[config.mk]
export PLATFORM = sky130hd
export DESIGN_NAME = rab_regbank
export DESIGN_NICKNAME = d
export VERILOG_FILES = /design/src/shared/rab_pkg.sv /design/src/design/rab_regbank.sv
export VERILOG_INCLUDE_DIRS = /design/src /design/src/shared
export SDC_FILE = /design/constraint.sdc
export NUM_CORES = 1
export LEC_CHECK = 0
export BUFFER_PORTS_ARGS = -buffer_cell sky130_fd_sc_hd__buf_2
export CAP_MARGIN = 10
export CORE_MARGIN = 2
export CORE_UTILIZATION = 45
export DETAILED_ROUTE_END_ITERATION = 7
export HOLD_SLACK_MARGIN = 0.1
export PLACE_DENSITY = 0.78
export SETUP_SLACK_MARGIN = 0.1
export SYNTH_ARGS = -nofsm -noshare
export SYNTH_HDL_FRONTEND = slang
export SYNTH_SLANG_ARGS = --single-unit
[constraint.sdc]
create_clock -name clk -period 4.35 [get_ports clk]
set_input_delay 0.2175 -clock clk [delete_from_list [all_inputs] [get_ports clk]]
set_output_delay 0.2175 -clock clk [all_outputs]
set_load 0.1 [all_outputs]
[src/shared/rab_cfg.svh]
`ifndef RAB_CFG_SVH
`define RAB_CFG_SVH
// ==========================================================
// Address map, top of space, field lengths
`define RAB_ADDR_TOP 11'h6ff
`define RAB_A_BANK 11'h000
`define RAB_A_EDGE 11'h010
`define RAB_A_IE 11'h011
`define RAB_A_CFGSR 11'h040
`define RAB_A_LIVE 11'h041
`define RAB_A_GLAT 11'h043
`define RAB_A_MFREQ 11'h065
`define RAB_A_PHOFF 11'h070
`define RAB_A_MPHASE 11'h074
`define RAB_A_FOFF 11'h078
`define RAB_LEN32 11'h004
`define RAB_LEN40 11'h005
// ==========================================================
// Strap codes, reset values, timing
`define RAB_IF_EXT 2'h3
`define RAB_AC_DIRECT 2'h0
`define RAB_EDGE_RST 4'h5
`define RAB_SYNC_CYC 2'h2
`endif

[src/shared/rab_pkg.sv]
`default_nettype none
package rab_pkg;
    typedef enum logic [2:0] {
        FLD_NONE = 3'b000,
        FLD_FOFF = 3'b001,
        FLD_PHOFF = 3'b010,
        FLD_MFREQ = 3'b011,
        FLD_MPHASE = 3'b100
    } rab_field_t;

    typedef enum logic [1:0] {
        BT_SYNC = 2'b00,
        BT_DECIDE = 2'b01,
        BT_LOAD = 2'b10,
        BT_DONE = 2'b11
    } rab_boot_t;

    typedef struct packed {
        rab_field_t fld;
        logic [2:0] idx;
        logic last;
    } rab_dec_t;

    typedef struct packed {
        logic [1:0] if_s1;
        logic [1:0] if_s2;
        logic [1:0] ac_s1;
        logic [1:0] ac_s2;
        logic test_s1;
        logic test_s2;
        logic [1:0] cnt;
        rab_boot_t bt;
        logic [1:0] if_cap;
        logic [1:0] ac_cap;
        logic test_cap;
        logic bank;
        logic [3:0] edge_cfg;
        logic [2:0] irq_en;
        logic [2:0] lat;
        logic [1:0] src_prev;
        logic done_prev;
        logic boot_start;
        logic boot_ext;
        logic [1:0] boot_slot;
        logic [39:0] foff;
        logic [31:0] phoff;
        logic [31:0] wr_xfer;
        logic [39:0] rd_xfer;
        logic [7:0] rdata;
        logic rvalid;
        logic [10:0] ee_addr;
        logic [7:0] ee_wdata;
        logic ee_wr;
        logic ee_rd;
        logic irq;
        logic miso_on;
    } rab_state_t;
endpackage
`default_nettype wire

[src/design/rab_regbank.sv]
// Summary of operation
// RL1: Interface straps 11 at reset load configuration from external SPI EEPROM slot.
// RL2: External EEPROM holds configurations one to three, picked by autoconfig pins.
// RL3: Internal EEPROM holds configurations zero to three, picked by autoconfig pins.
// RL4: Test strap high with autoconfig 00 at reset release enters direct write mode.
// RL5: Direct write mode maps EEPROM writable; configuration registers become inaccessible.
// RL6: Direct write mode ends only when test strap is low at reset release.
// RL7: In direct write mode MISO is driven continuously.
// RL8: Host sets GPIO0 as reset by writing 0x1F and 0x04 to two registers; the block has no GPIO and decodes neither register.
// RL9: Register space spans 000h to 6FFh, eight bits per register.
// RL10: Host writes zero to reserved bits and unlisted addresses.
// RL11: Writes to read-only fields are ignored.
// RL12: Real-time status bits are read-only and show live source state.
// RL13: Latched bits set on chosen edge, clear on written 1, ignore 0.
// RL14: A set latched bit with its enable set raises the interrupt request.
// RL15: Reset returns every configuration field to its default.
// RL16: Multibyte writes stage in transfer register; highest byte write commits all.
// RL17: Reads during a pending multibyte write return the committed value.
// RL18: Reading lowest byte snapshots field; later bytes come from the snapshot.
// RL19: Writes during a multibyte read overwrite bytes in the read snapshot.
// RL20: One write and one read transfer register serve all multibyte fields.
// RL21: Fields: 40-bit frequency offset, 32-bit phase offset, two 32-bit measurements.
// RL22: Bank bit 0 maps registers from 0x1 up, 1 maps EEPROM; bank at 0x0.
// RL23: Bank bit resets to 0.
`timescale 1ns/1ps
`default_nettype none
`include "rab_cfg.svh"

module rab_regbank
    import rab_pkg::*;
#(
    parameter bit INTERNAL_EE = 1'b1
)(
    input wire logic clk, // 40 MHz master clock
    input wire logic external_reset_n, // External reset, async, active low
    input wire logic [1:0] interface_select_pins, // Strap pins, async
    input wire logic [1:0] autoconfig_select_pins, // Strap pins, async
    input wire logic test_strap, // Strap pin, async
    input wire logic [10:0] host_addr, // Register byte address
    input wire logic host_wr, // Write strobe, one cycle
    input wire logic host_rd, // Read strobe, one cycle
    input wire logic [7:0] host_wdata, // Write data
    output logic [7:0] host_rdata, // Read data
    output logic host_rvalid, // Read data valid pulse
    input wire logic [1:0] live_src, // Status sources, same clock
    input wire logic boot_load_done, // Loader finished, level
    input wire logic [31:0] meas_freq_in, // Measured frequency
    input wire logic [31:0] meas_phase_in, // Measured phase
    input wire logic [7:0] ee_rdata, // EEPROM read data
    output logic [10:0] ee_addr, // EEPROM address
    output logic [7:0] ee_wdata, // EEPROM write data
    output logic ee_wr, // EEPROM write pulse
    output logic ee_rd, // EEPROM read pulse
    output logic miso_drive_always, // Keep MISO driven
    output logic boot_load_start, // Start autoconfig load pulse
    output logic boot_from_ext, // Load from external EEPROM
    output logic [1:0] boot_slot, // Configuration slot
    output logic [39:0] freq_offset_word, // Committed freq offset
    output logic [31:0] phase_offset_word, // Committed phase offset
    output logic irq_request // Interrupt request, level
);
    // ======================================================
    // Helpers
    function automatic logic in_rng(input logic [10:0] a, b, len);
        in_rng = (a >= b) && (a < 11'(b + len));
    endfunction
    function automatic rab_dec_t rab_decode(input logic [10:0] a);
        rab_dec_t d;
        d = '{fld: FLD_NONE, idx: 3'h0, last: 1'b0};
        if (in_rng(a, `RAB_A_FOFF, `RAB_LEN40))
        begin
            d.fld = FLD_FOFF;
            d.idx = 3'(a - `RAB_A_FOFF);
            d.last = (a == 11'(`RAB_A_FOFF + `RAB_LEN40 - 11'h001));
        end
        else if (in_rng(a, `RAB_A_PHOFF, `RAB_LEN32))
        begin
            d.fld = FLD_PHOFF;
            d.idx = 3'(a - `RAB_A_PHOFF);
            d.last = (a == 11'(`RAB_A_PHOFF + `RAB_LEN32 - 11'h001));
        end
        else if (in_rng(a, `RAB_A_MFREQ, `RAB_LEN32))
        begin
            d.fld = FLD_MFREQ;
            d.idx = 3'(a - `RAB_A_MFREQ);
        end
        else if (in_rng(a, `RAB_A_MPHASE, `RAB_LEN32))
        begin
            d.fld = FLD_MPHASE;
            d.idx = 3'(a - `RAB_A_MPHASE);
        end
        rab_decode = d;
    endfunction
    function automatic logic [7:0] pick(input logic [39:0] w, input logic [2:0] i);
        pick = w[{i, 3'h0} +: 8];
    endfunction
    rab_state_t st_ff;
    rab_state_t n;
    rab_dec_t dec;
    logic dmode_ff;
    logic nxt_dmode;
    logic in_space, ee_sel, reg_sel;
    logic [39:0] fword;
    logic [1:0] rise, fall;
    // ======================================================
    // Direct write mode survives reset on purpose
    // Cleared only by a low test strap at release; no async reset here.
    always_comb
    begin
        nxt_dmode = dmode_ff;
        if (st_ff.bt == BT_DECIDE)
        begin
            if (!st_ff.test_s2)
                nxt_dmode = 1'b0; // [RL6]
            else if (INTERNAL_EE && st_ff.ac_s2 == `RAB_AC_DIRECT)
                nxt_dmode = 1'b1; // [RL4]
        end
    end
    always_ff @(posedge clk)
    begin
        dmode_ff <= nxt_dmode;
    end

    // ======================================================
    // Next-state logic
    always_comb
    begin
        n = st_ff;
        dec = rab_decode(host_addr);
        fword = 40'h0;
        n.boot_start = 1'b0;
        n.rvalid = 1'b0;
        n.ee_wr = 1'b0;
        n.ee_rd = 1'b0;
        // Two-flop strap synchronisers
        n.if_s1 = interface_select_pins;
        n.if_s2 = st_ff.if_s1;
        n.ac_s1 = autoconfig_select_pins;
        n.ac_s2 = st_ff.ac_s1;
        n.test_s1 = test_strap;
        n.test_s2 = st_ff.test_s1;
        // Boot sequencer: straps taken once synchronisers settle
        case (st_ff.bt)
            BT_SYNC:
            begin
                n.cnt = 2'(st_ff.cnt + 2'h1);
                if (st_ff.cnt == `RAB_SYNC_CYC)
                    n.bt = BT_DECIDE;
            end
            BT_DECIDE:
            begin
                n.if_cap = st_ff.if_s2;
                n.ac_cap = st_ff.ac_s2;
                n.test_cap = st_ff.test_s2;
                n.boot_slot = st_ff.ac_s2;
                n.bt = BT_DONE;
                if (nxt_dmode)
                    n.bt = BT_DONE;
                else if (st_ff.if_s2 == `RAB_IF_EXT && st_ff.ac_s2 != 2'h0)
                begin
                    n.boot_ext = 1'b1; // [RL1] [RL2]
                    n.boot_start = 1'b1;
                    n.bt = BT_LOAD;
                end
                else if (INTERNAL_EE && st_ff.if_s2 != `RAB_IF_EXT)
                begin
                    n.boot_start = 1'b1; // [RL3]
                    n.bt = BT_LOAD;
                end
            end
            BT_LOAD:
                if (boot_load_done)
                    n.bt = BT_DONE;
            BT_DONE: n.bt = BT_DONE;
            default: n.bt = BT_SYNC;
        endcase
        // Latched status: edge detect, done bit, write-1-to-clear; set wins
        n.src_prev = live_src;
        n.done_prev = (st_ff.bt == BT_DONE);
        rise = live_src & ~st_ff.src_prev;
        fall = ~live_src & st_ff.src_prev;
        if (host_wr && !dmode_ff && !(INTERNAL_EE && st_ff.bank) && host_addr == `RAB_A_GLAT)
            n.lat = st_ff.lat & ~{host_wdata[7], host_wdata[1:0]}; // [RL13]
        n.lat[0] = n.lat[0] | (rise[0] & st_ff.edge_cfg[0])
                 | (fall[0] & st_ff.edge_cfg[1]); // [RL13]
        n.lat[1] = n.lat[1] | (rise[1] & st_ff.edge_cfg[2])
                 | (fall[1] & st_ff.edge_cfg[3]);
        n.lat[2] = n.lat[2] | ((st_ff.bt == BT_DONE) & ~st_ff.done_prev);
        n.irq = |(st_ff.lat & st_ff.irq_en); // [RL14]
        n.miso_on = dmode_ff; // [RL7]
        // Address steering: bank 0x0 always present
        in_space = (host_addr <= `RAB_ADDR_TOP); // [RL9]
        ee_sel = INTERNAL_EE && in_space && host_addr != `RAB_A_BANK
               && (dmode_ff || st_ff.bank); // [RL22] [RL5]
        reg_sel = in_space && !ee_sel && !dmode_ff; // [RL5]
        case (dec.fld)
            FLD_FOFF: fword = st_ff.foff;
            FLD_PHOFF: fword = {8'h0, st_ff.phoff};
            FLD_MFREQ: fword = {8'h0, meas_freq_in};
            FLD_MPHASE: fword = {8'h0, meas_phase_in};
            default: fword = 40'h0;
        endcase
        if (host_wr)
        begin
            if (host_addr == `RAB_A_BANK)
                n.bank = host_wdata[0]; // [RL22]
            else if (ee_sel)
            begin
                n.ee_addr = host_addr;
                n.ee_wdata = host_wdata;
                n.ee_wr = 1'b1; // [RL5]
            end
            else if (reg_sel)
            begin
                // Read-only addresses fall through untouched
                case (host_addr)
                    `RAB_A_EDGE: n.edge_cfg = host_wdata[3:0];
                    `RAB_A_IE: n.irq_en = {host_wdata[7], host_wdata[1:0]};
                    default: n.edge_cfg = n.edge_cfg; // [RL11]
                endcase
                if (dec.fld == FLD_FOFF || dec.fld == FLD_PHOFF)
                begin
                    n.rd_xfer[{dec.idx, 3'h0} +: 8] = host_wdata; // [RL19]
                    if (!dec.last)
                        n.wr_xfer[{dec.idx[1:0], 3'h0} +: 8] = host_wdata; // [RL16] [RL20]
                    else if (dec.fld == FLD_FOFF)
                        n.foff = {host_wdata, st_ff.wr_xfer}; // [RL16] [RL21]
                    else
                        n.phoff = {host_wdata, st_ff.wr_xfer[23:0]}; // [RL16] [RL21]
                end
            end
        end
        else if (host_rd)
        begin
            n.rvalid = !ee_sel;
            n.rdata = 8'h0;
            if (ee_sel)
            begin
                n.ee_addr = host_addr;
                n.ee_rd = 1'b1;
            end
            else if (host_addr == `RAB_A_BANK)
                n.rdata = {7'h0, st_ff.bank};
            else if (reg_sel && dec.fld != FLD_NONE)
            begin
                if (dec.idx == 3'h0)
                begin
                    n.rd_xfer = fword; // [RL18] [RL17]
                    n.rdata = pick(fword, 3'h0);
                end
                else
                    n.rdata = pick(st_ff.rd_xfer, dec.idx); // [RL18]
            end
            else if (reg_sel)
            begin
                case (host_addr)
                    `RAB_A_EDGE: n.rdata = {4'h0, st_ff.edge_cfg};
                    `RAB_A_IE: n.rdata = {st_ff.irq_en[2], 5'h0, st_ff.irq_en[1:0]};
                    `RAB_A_CFGSR: n.rdata = {st_ff.test_cap, 3'h0, st_ff.if_cap,
                                             st_ff.ac_cap};
                    `RAB_A_LIVE: n.rdata = {6'h0, live_src}; // [RL12]
                    `RAB_A_GLAT: n.rdata = {st_ff.lat[2], 5'h0, st_ff.lat[1:0]};
                    default: n.rdata = 8'h0;
                endcase
            end
        end
        // EEPROM answers in the cycle its read pulse is out
        if (st_ff.ee_rd)
        begin
            n.rdata = ee_rdata;
            n.rvalid = 1'b1;
        end
    end
    // ======================================================
    // State register; every field to its default on reset
    always_ff @(posedge clk or negedge external_reset_n)
    begin
        if (!external_reset_n)
        begin
            st_ff <= '0; // [RL15] [RL23]
            st_ff.bt <= BT_SYNC;
            st_ff.edge_cfg <= `RAB_EDGE_RST;
        end
        else
            st_ff <= n;
    end
    // Outputs straight from flops
    assign host_rdata = st_ff.rdata;
    assign host_rvalid = st_ff.rvalid;
    assign ee_addr = st_ff.ee_addr;
    assign ee_wdata = st_ff.ee_wdata;
    assign ee_wr = st_ff.ee_wr;
    assign ee_rd = st_ff.ee_rd;
    assign miso_drive_always = st_ff.miso_on;
    assign boot_load_start = st_ff.boot_start;
    assign boot_from_ext = st_ff.boot_ext;
    assign boot_slot = st_ff.boot_slot;
    assign freq_offset_word = st_ff.foff;
    assign phase_offset_word = st_ff.phoff;
    assign irq_request = st_ff.irq;

    // ======================================================
    // Assertions
    property p_direct_enter;
        @(posedge clk) disable iff (!external_reset_n)
        (st_ff.bt == BT_DECIDE && st_ff.test_s2 && st_ff.ac_s2 == 2'h0 && INTERNAL_EE)
        |=> dmode_ff ##1 miso_drive_always;
    endproperty
    a_direct_enter: assert property (p_direct_enter) else $error("direct mode not entered"); // [RL4]
    property p_direct_exit;
        @(posedge clk) disable iff (!external_reset_n)
        (st_ff.bt == BT_DECIDE && !st_ff.test_s2) |=> !dmode_ff;
    endproperty
    a_direct_exit: assert property (p_direct_exit) else $error("direct mode not left"); // [RL6]
    property p_miso;
        @(posedge clk) disable iff (!external_reset_n)
        $rose(dmode_ff) |=> miso_drive_always [*2];
    endproperty
    a_miso: assert property (p_miso) else $error("MISO not held driven"); // [RL7]
    property p_ext_boot;
        @(posedge clk) disable iff (!external_reset_n)
        (st_ff.bt == BT_DECIDE && !nxt_dmode && st_ff.if_s2 == 2'h3 && st_ff.ac_s2 != 2'h0)
        |=> boot_load_start && boot_from_ext && boot_slot == $past(st_ff.ac_s2);
    endproperty
    a_ext_boot: assert property (p_ext_boot) else $error("external load not started"); // [RL1]
    property p_w0_keeps;
        @(posedge clk) disable iff (!external_reset_n)
        (host_wr && host_addr == `RAB_A_GLAT && !host_wdata[0] && st_ff.lat[0])
        |=> st_ff.lat[0];
    endproperty
    a_w0_keeps: assert property (p_w0_keeps) else $error("latched bit lost on 0 write"); // [RL13]
    property p_irq;
        @(posedge clk) disable iff (!external_reset_n)
        (st_ff.lat[0] && st_ff.irq_en[0]) |=> irq_request;
    endproperty
    a_irq: assert property (p_irq) else $error("interrupt not raised"); // [RL14]
    property p_stage;
        @(posedge clk) disable iff (!external_reset_n)
        (host_wr && reg_sel && dec.fld == FLD_FOFF && !dec.last)
        |=> $stable(freq_offset_word);
    endproperty
    a_stage: assert property (p_stage) else $error("field changed before last byte"); // [RL16]
    property p_snap;
        @(posedge clk) disable iff (!external_reset_n)
        (!host_wr && host_rd && reg_sel && dec.fld != FLD_NONE && dec.idx != 3'h0)
        |=> host_rvalid && host_rdata == pick($past(st_ff.rd_xfer), $past(dec.idx));
    endproperty
    a_snap: assert property (p_snap) else $error("read not from snapshot"); // [RL18]
    property p_ro;
        @(posedge clk) disable iff (!external_reset_n)
        (host_wr && host_addr == `RAB_A_CFGSR) |=> $stable(st_ff.ac_cap);
    endproperty
    a_ro: assert property (p_ro) else $error("read-only field changed"); // [RL11]
    property p_bank;
        @(posedge clk) disable iff (!external_reset_n)
        (host_wr && INTERNAL_EE && st_ff.bank && host_addr != 11'h000
         && host_addr <= 11'h6ff) |=> ee_wr;
    endproperty
    a_bank: assert property (p_bank) else $error("EEPROM bank not reached"); // [RL22]
    c_direct: cover property (@(posedge clk) disable iff (!external_reset_n) $rose(dmode_ff));
    c_commit: cover property (@(posedge clk) disable iff (!external_reset_n)
        host_wr && dec.fld == FLD_FOFF && dec.last);
    c_irq: cover property (@(posedge clk) disable iff (!external_reset_n) $rose(irq_request));
    c_boot: cover property (@(posedge clk) disable iff (!external_reset_n) boot_load_start);
endmodule
`default_nettype wire

==> results list <==
- The number of buffers and inverters on the critical path is 5.
* TritonCTS Buffers: 23
* Area added between synthesis and finish: 13.9%
- Number of diodes: 0
* Most area-consuming cells after synthesis: sky130_fd_sc_hd__dfrtp_1 (47%), sky130_fd_sc_hd__mux2_2 (14%), sky130_fd_sc_hd__buf_4 (6.8%)
- The region available for standard cell placement spans between 20000 and 25000 um2.
- Antenna violations before repair: 0
- Total setup violations reported at the end of the flow: 0
- Clock-pin slew was measured on the worst setup and hold paths at 60 ps.
* Total clock sinks: approximately 210
* CTS HTree Levels: 1
- The average instance in the mapped netlist occupies 10.5 um2.
* Total count of max-transition violations in the final report: 0
- In this design, the stage delay of the slowest critical-path cell is around 530 ps.
- Count of cell types in the netlist: 67
* Wire length reported by the detailed router: 32.5 mm
- Count of input and output buffers: 210
- Violations in the final reports: DRC
- In this run the cell area of the synthesized design comes to between 10000 and 15000 um2.
- Worst IR Drop VDD: 403 uV
- Required time worst endpoint: 4740 ps
* Worst Hold Path Cells: 3
- Measured in cells, the most critical reg-to-reg path has a length of 6.
* Number of synthesized register bits: 212
- The finished cells cover 12800 um2.
- Mapped Nets: between 1000 and 1500
* Cell family with most CP delay: buffers and inverters
* Post-synth EDFFs: 0
* Origin of the worst min-delay path: host_wdata[5]
- The worst hold path belongs to the class input port to register.
* Cell at the root of the clock tree: sky130_fd_sc_hd__clkbuf_16
- Clock Skews: around 10 ps
* Critical path cell sequence: dlygate4sd3_1 -> buf_2 -> inv_1 -> ha_1 -> nor2_1 -> a2bb2oi_1 -> o21ai_0 -> inv_1 -> ha_1 -> ha_2 -> nand4_1 -> a221o_1 -> buf_4 -> a21oi_4 -> mux2_2
- Die boundary height: 162 um
- Number of nets in the final layout: between 1000 and 1500
- The count of final hold-check violations came to 0.
* Power per Cell Area: between 300 and 400 nW/um2
- Setup repair after global routing missed its margin: no
- Seq/Total Area, Yosys: approximately 47%
- I/O Pins: ~210
- In the synthesized netlist, the cells that appear most often are sky130_fd_sc_hd__dfrtp_1 (209), sky130_fd_sc_hd__nand2_1 (136), sky130_fd_sc_hd__mux2_2 (135).
- In this run the tightest slew margin relative to its limit is roughly a third.
- DP Wirelength: 22.7 mm
- In the routed design, unresolved DRC markers number 8.
- STA classifies the critical path endpoint as a register.
* Initial DRC count: ~860
- Across the run, the number of max-cap violations was 0.
- The clock reaches the later pin of the worst-skew pair after about 510 ps.
- Detail-routed via count per cell: roughly 5.8
* Final setup TNS: 0 ps
* Remaining global-route overflow: 0
- Levels on crit path: 15
- In the final routed layout, each cell accounts on average for 21.4 um.
- After synthesis, the share of flip-flops with an asynchronous set or reset is 99.5%.
- All-Layer GR Usage: approximately a quarter
- The die is 162 um wide.
- Upper clock frequency limit: between 0.2 and 0.3 GHz
* Final clock period utilization by the worst path: between 80 and 90%
- Total vias in the final route: roughly 8800
- Critical path class: input port to register
* Top-count cell post-synth: sky130_fd_sc_hd__dfrtp_1
- During synthesis, Yosys emitted a total of 0 warnings.
* Final weighted congestion of routability-driven global placement: roughly 0.93
- Post-synth top flop: sky130_fd_sc_hd__dfrtp_1
- The floorplan has 57 rows.
* Area enclosed by the die boundary: ~26000 um2
- Nature of the critical path startpoint: input port
- After synthesis, the largest area contributor takes up a little under half of total cell area.
- Global-route wire length before repair: slightly below 50 mm
- In this run the worst path has a maximum fanout of 12.
- At the pin with the least slew margin, the transition time is about 1000 ps.
* Vias in the first global route: around 8700
* Largest net degree at the start of global routing: approximately 130
- For flop-to-flop paths, the worst setup slack is 1730 ps.
- Fill cells in the final layout number between 2000 and 2500.
* Run status: complete, but fails checks
- In this run the static leakage power is 6.11 nW.
- Arrival time of the worst setup path: around 4300 ps
- The detail route stage leaves a number of antenna-violating nets equal to 0.
- Summed over all instances, the cell type with the most area after synthesis is sky130_fd_sc_hd__dfrtp_1.
- The first detailed-routing pass took 8 iterations.
- On the critical path, the stage with the largest delay is an instance of sky130_fd_sc_hd__dlygate4sd3_1.
* Initial cell density of the core: between 40% and 50%
- In this run the deepest clock path goes through 3 buffers.
- Minimum period implied by the final worst setup slack: approximately 3900 ps
- Endpoint of the worst-slack reg-to-reg timing path: host_rdata[7]
- Endpoint with the worst hold slack: st_ff[77]
- Cell count after synthesis: 1073
* Dpl cell area: 11800 um2
* Setup Fix Bufs, Post-CTS: 0
* Worst reg2reg path startpoint: dmode_ff
- Clock tree from TritonCTS: done
- Share of post-route cells with drive strength above 1: approximately 36%
-- cell families (layout without fill, tap and decap cells) --
kind of cell,Yosys count,after routing,synth area share (%)
AO/OA/AOI/OAI,235,235,15.2
adder cells (fa/ha/maj),10,10,1.11
AND/OR/NAND/NOR,273,273,11.6
XOR/XNOR,1,1,0.0780
flip-flops,212,212,47.2
buffers and inverters,193,316,10.0
multiplexers,149,149,14.8
-- flip-flops by register name, summed over array words and instances (netlist names), 2 cells and up --
signal,cells
boot_slot,2
ee_addr,11
ee_wdata,8
freq_offset_word,40
host_rdata,8
n,5
phase_offset_word,32
st_ff,98
-- worst max-delay path by stage --
stage,to,start,slack [ps]
floorplan,st_ff[32],host_addr[1],730
finish,st_ff[32],host_addr[1],460
detailed placement,st_ff[60],host_addr[8],370
global placement,st_ff[37],host_addr[8],540
global route,st_ff[54],host_addr[1],170
CTS,st_ff[60],host_addr[8],290
-- layer usage --
layer | wire length [um] | vias to the layer above | part of all wire [%] | track usage, %
li1 | - | 3988 | - | -
met1 | 13800 | 4340 | 42 | 34.4
met2 | 15000 | 424 | 46 | 38.9
met3 | 2860 | 66 | 8.8 | 4.52
met4 | 870 | 0 | 2.7 | 7.24
met5 | 0 | - | 0 | 0
-- worst min-delay path: cells and delay by family --
kind / cells / cell delay (ps)
and+or+nand+nor: 1 / 100
buffers and inverters: 1 / 220
AOI/OAI and AO/OA: 1 / 60
-- power by group --
| group | switching, mW | internal, mW | total (mW) |
|---|---|---|---|
| Sequential | 0.0454 | 2.05 | 2.10 |
| Combinational | 0.583 | 0.176 | 0.759 |
| Clock | 0.795 | 1.09 | 1.88 |
-- cell type report --
cell class              instances  area (um2)  area share (%)
flip-flops and latches        212        5300            41.5
multi-input cells             668        4810            37.7
repair buffers                255        1470            11.5
clock buffers                  31         636            4.97
well taps                     324         405            3.17
clock inverters                10        83.8           0.656
inverters                      20        75.1           0.587
-- stage by stage --
step | hold WS, ps | util, % | setup slack (ps) | total power, mW | cells
after CTS | 128 | 52.4 | 292 | 4.77 | 1519
after floorplan | -78.1 | - | 731 | 2.74 | 1073
after global placement | 325 | 48.4 | 536 | 2.87 | 1453
after global routing | 144 | 52.4 | 167 | 4.91 | 1520
after detailed placement | 327 | 48.4 | 375 | 2.87 | 1453
final | 133 | 52.4 | 457 | 4.74 | 1520
-- placed cells by master (no fill, tap or decap), types with 5 or more instances in the layout --
master / n
sky130_fd_sc_hd__a2111oi_0: 5
sky130_fd_sc_hd__a21boi_0: 19
sky130_fd_sc_hd__a21oi_1: 20
sky130_fd_sc_hd__a222oi_1: 35
sky130_fd_sc_hd__a22o_1: 20
sky130_fd_sc_hd__a22oi_1: 7
sky130_fd_sc_hd__a31oi_1: 5
sky130_fd_sc_hd__and3_1: 10
sky130_fd_sc_hd__and4_1: 5
sky130_fd_sc_hd__buf_2: 209
sky130_fd_sc_hd__buf_4: 18
sky130_fd_sc_hd__clkbuf_1: 5
sky130_fd_sc_hd__clkbuf_16: 23
sky130_fd_sc_hd__clkinv_2: 6
sky130_fd_sc_hd__dfrtp_1: 209
sky130_fd_sc_hd__dlygate4sd3_1: 25
sky130_fd_sc_hd__ha_1: 9
sky130_fd_sc_hd__inv_1: 19
sky130_fd_sc_hd__mux2_2: 135
sky130_fd_sc_hd__mux2i_1: 13
sky130_fd_sc_hd__nand2_1: 136
sky130_fd_sc_hd__nand2b_1: 8
sky130_fd_sc_hd__nand3_1: 15
sky130_fd_sc_hd__nand4_1: 12
sky130_fd_sc_hd__nor2_1: 31
sky130_fd_sc_hd__nor2b_1: 9
sky130_fd_sc_hd__nor3_1: 14
sky130_fd_sc_hd__nor4_1: 6
sky130_fd_sc_hd__o21ai_0: 82
-- repair_timing --
item,4_1_cts,5_1_grt
resized for setup,0,1
hold endpoints to repair,154,0
hold buffers,25,0
setup endpoints to repair,0,20
(Power assumes the default switching activity.)
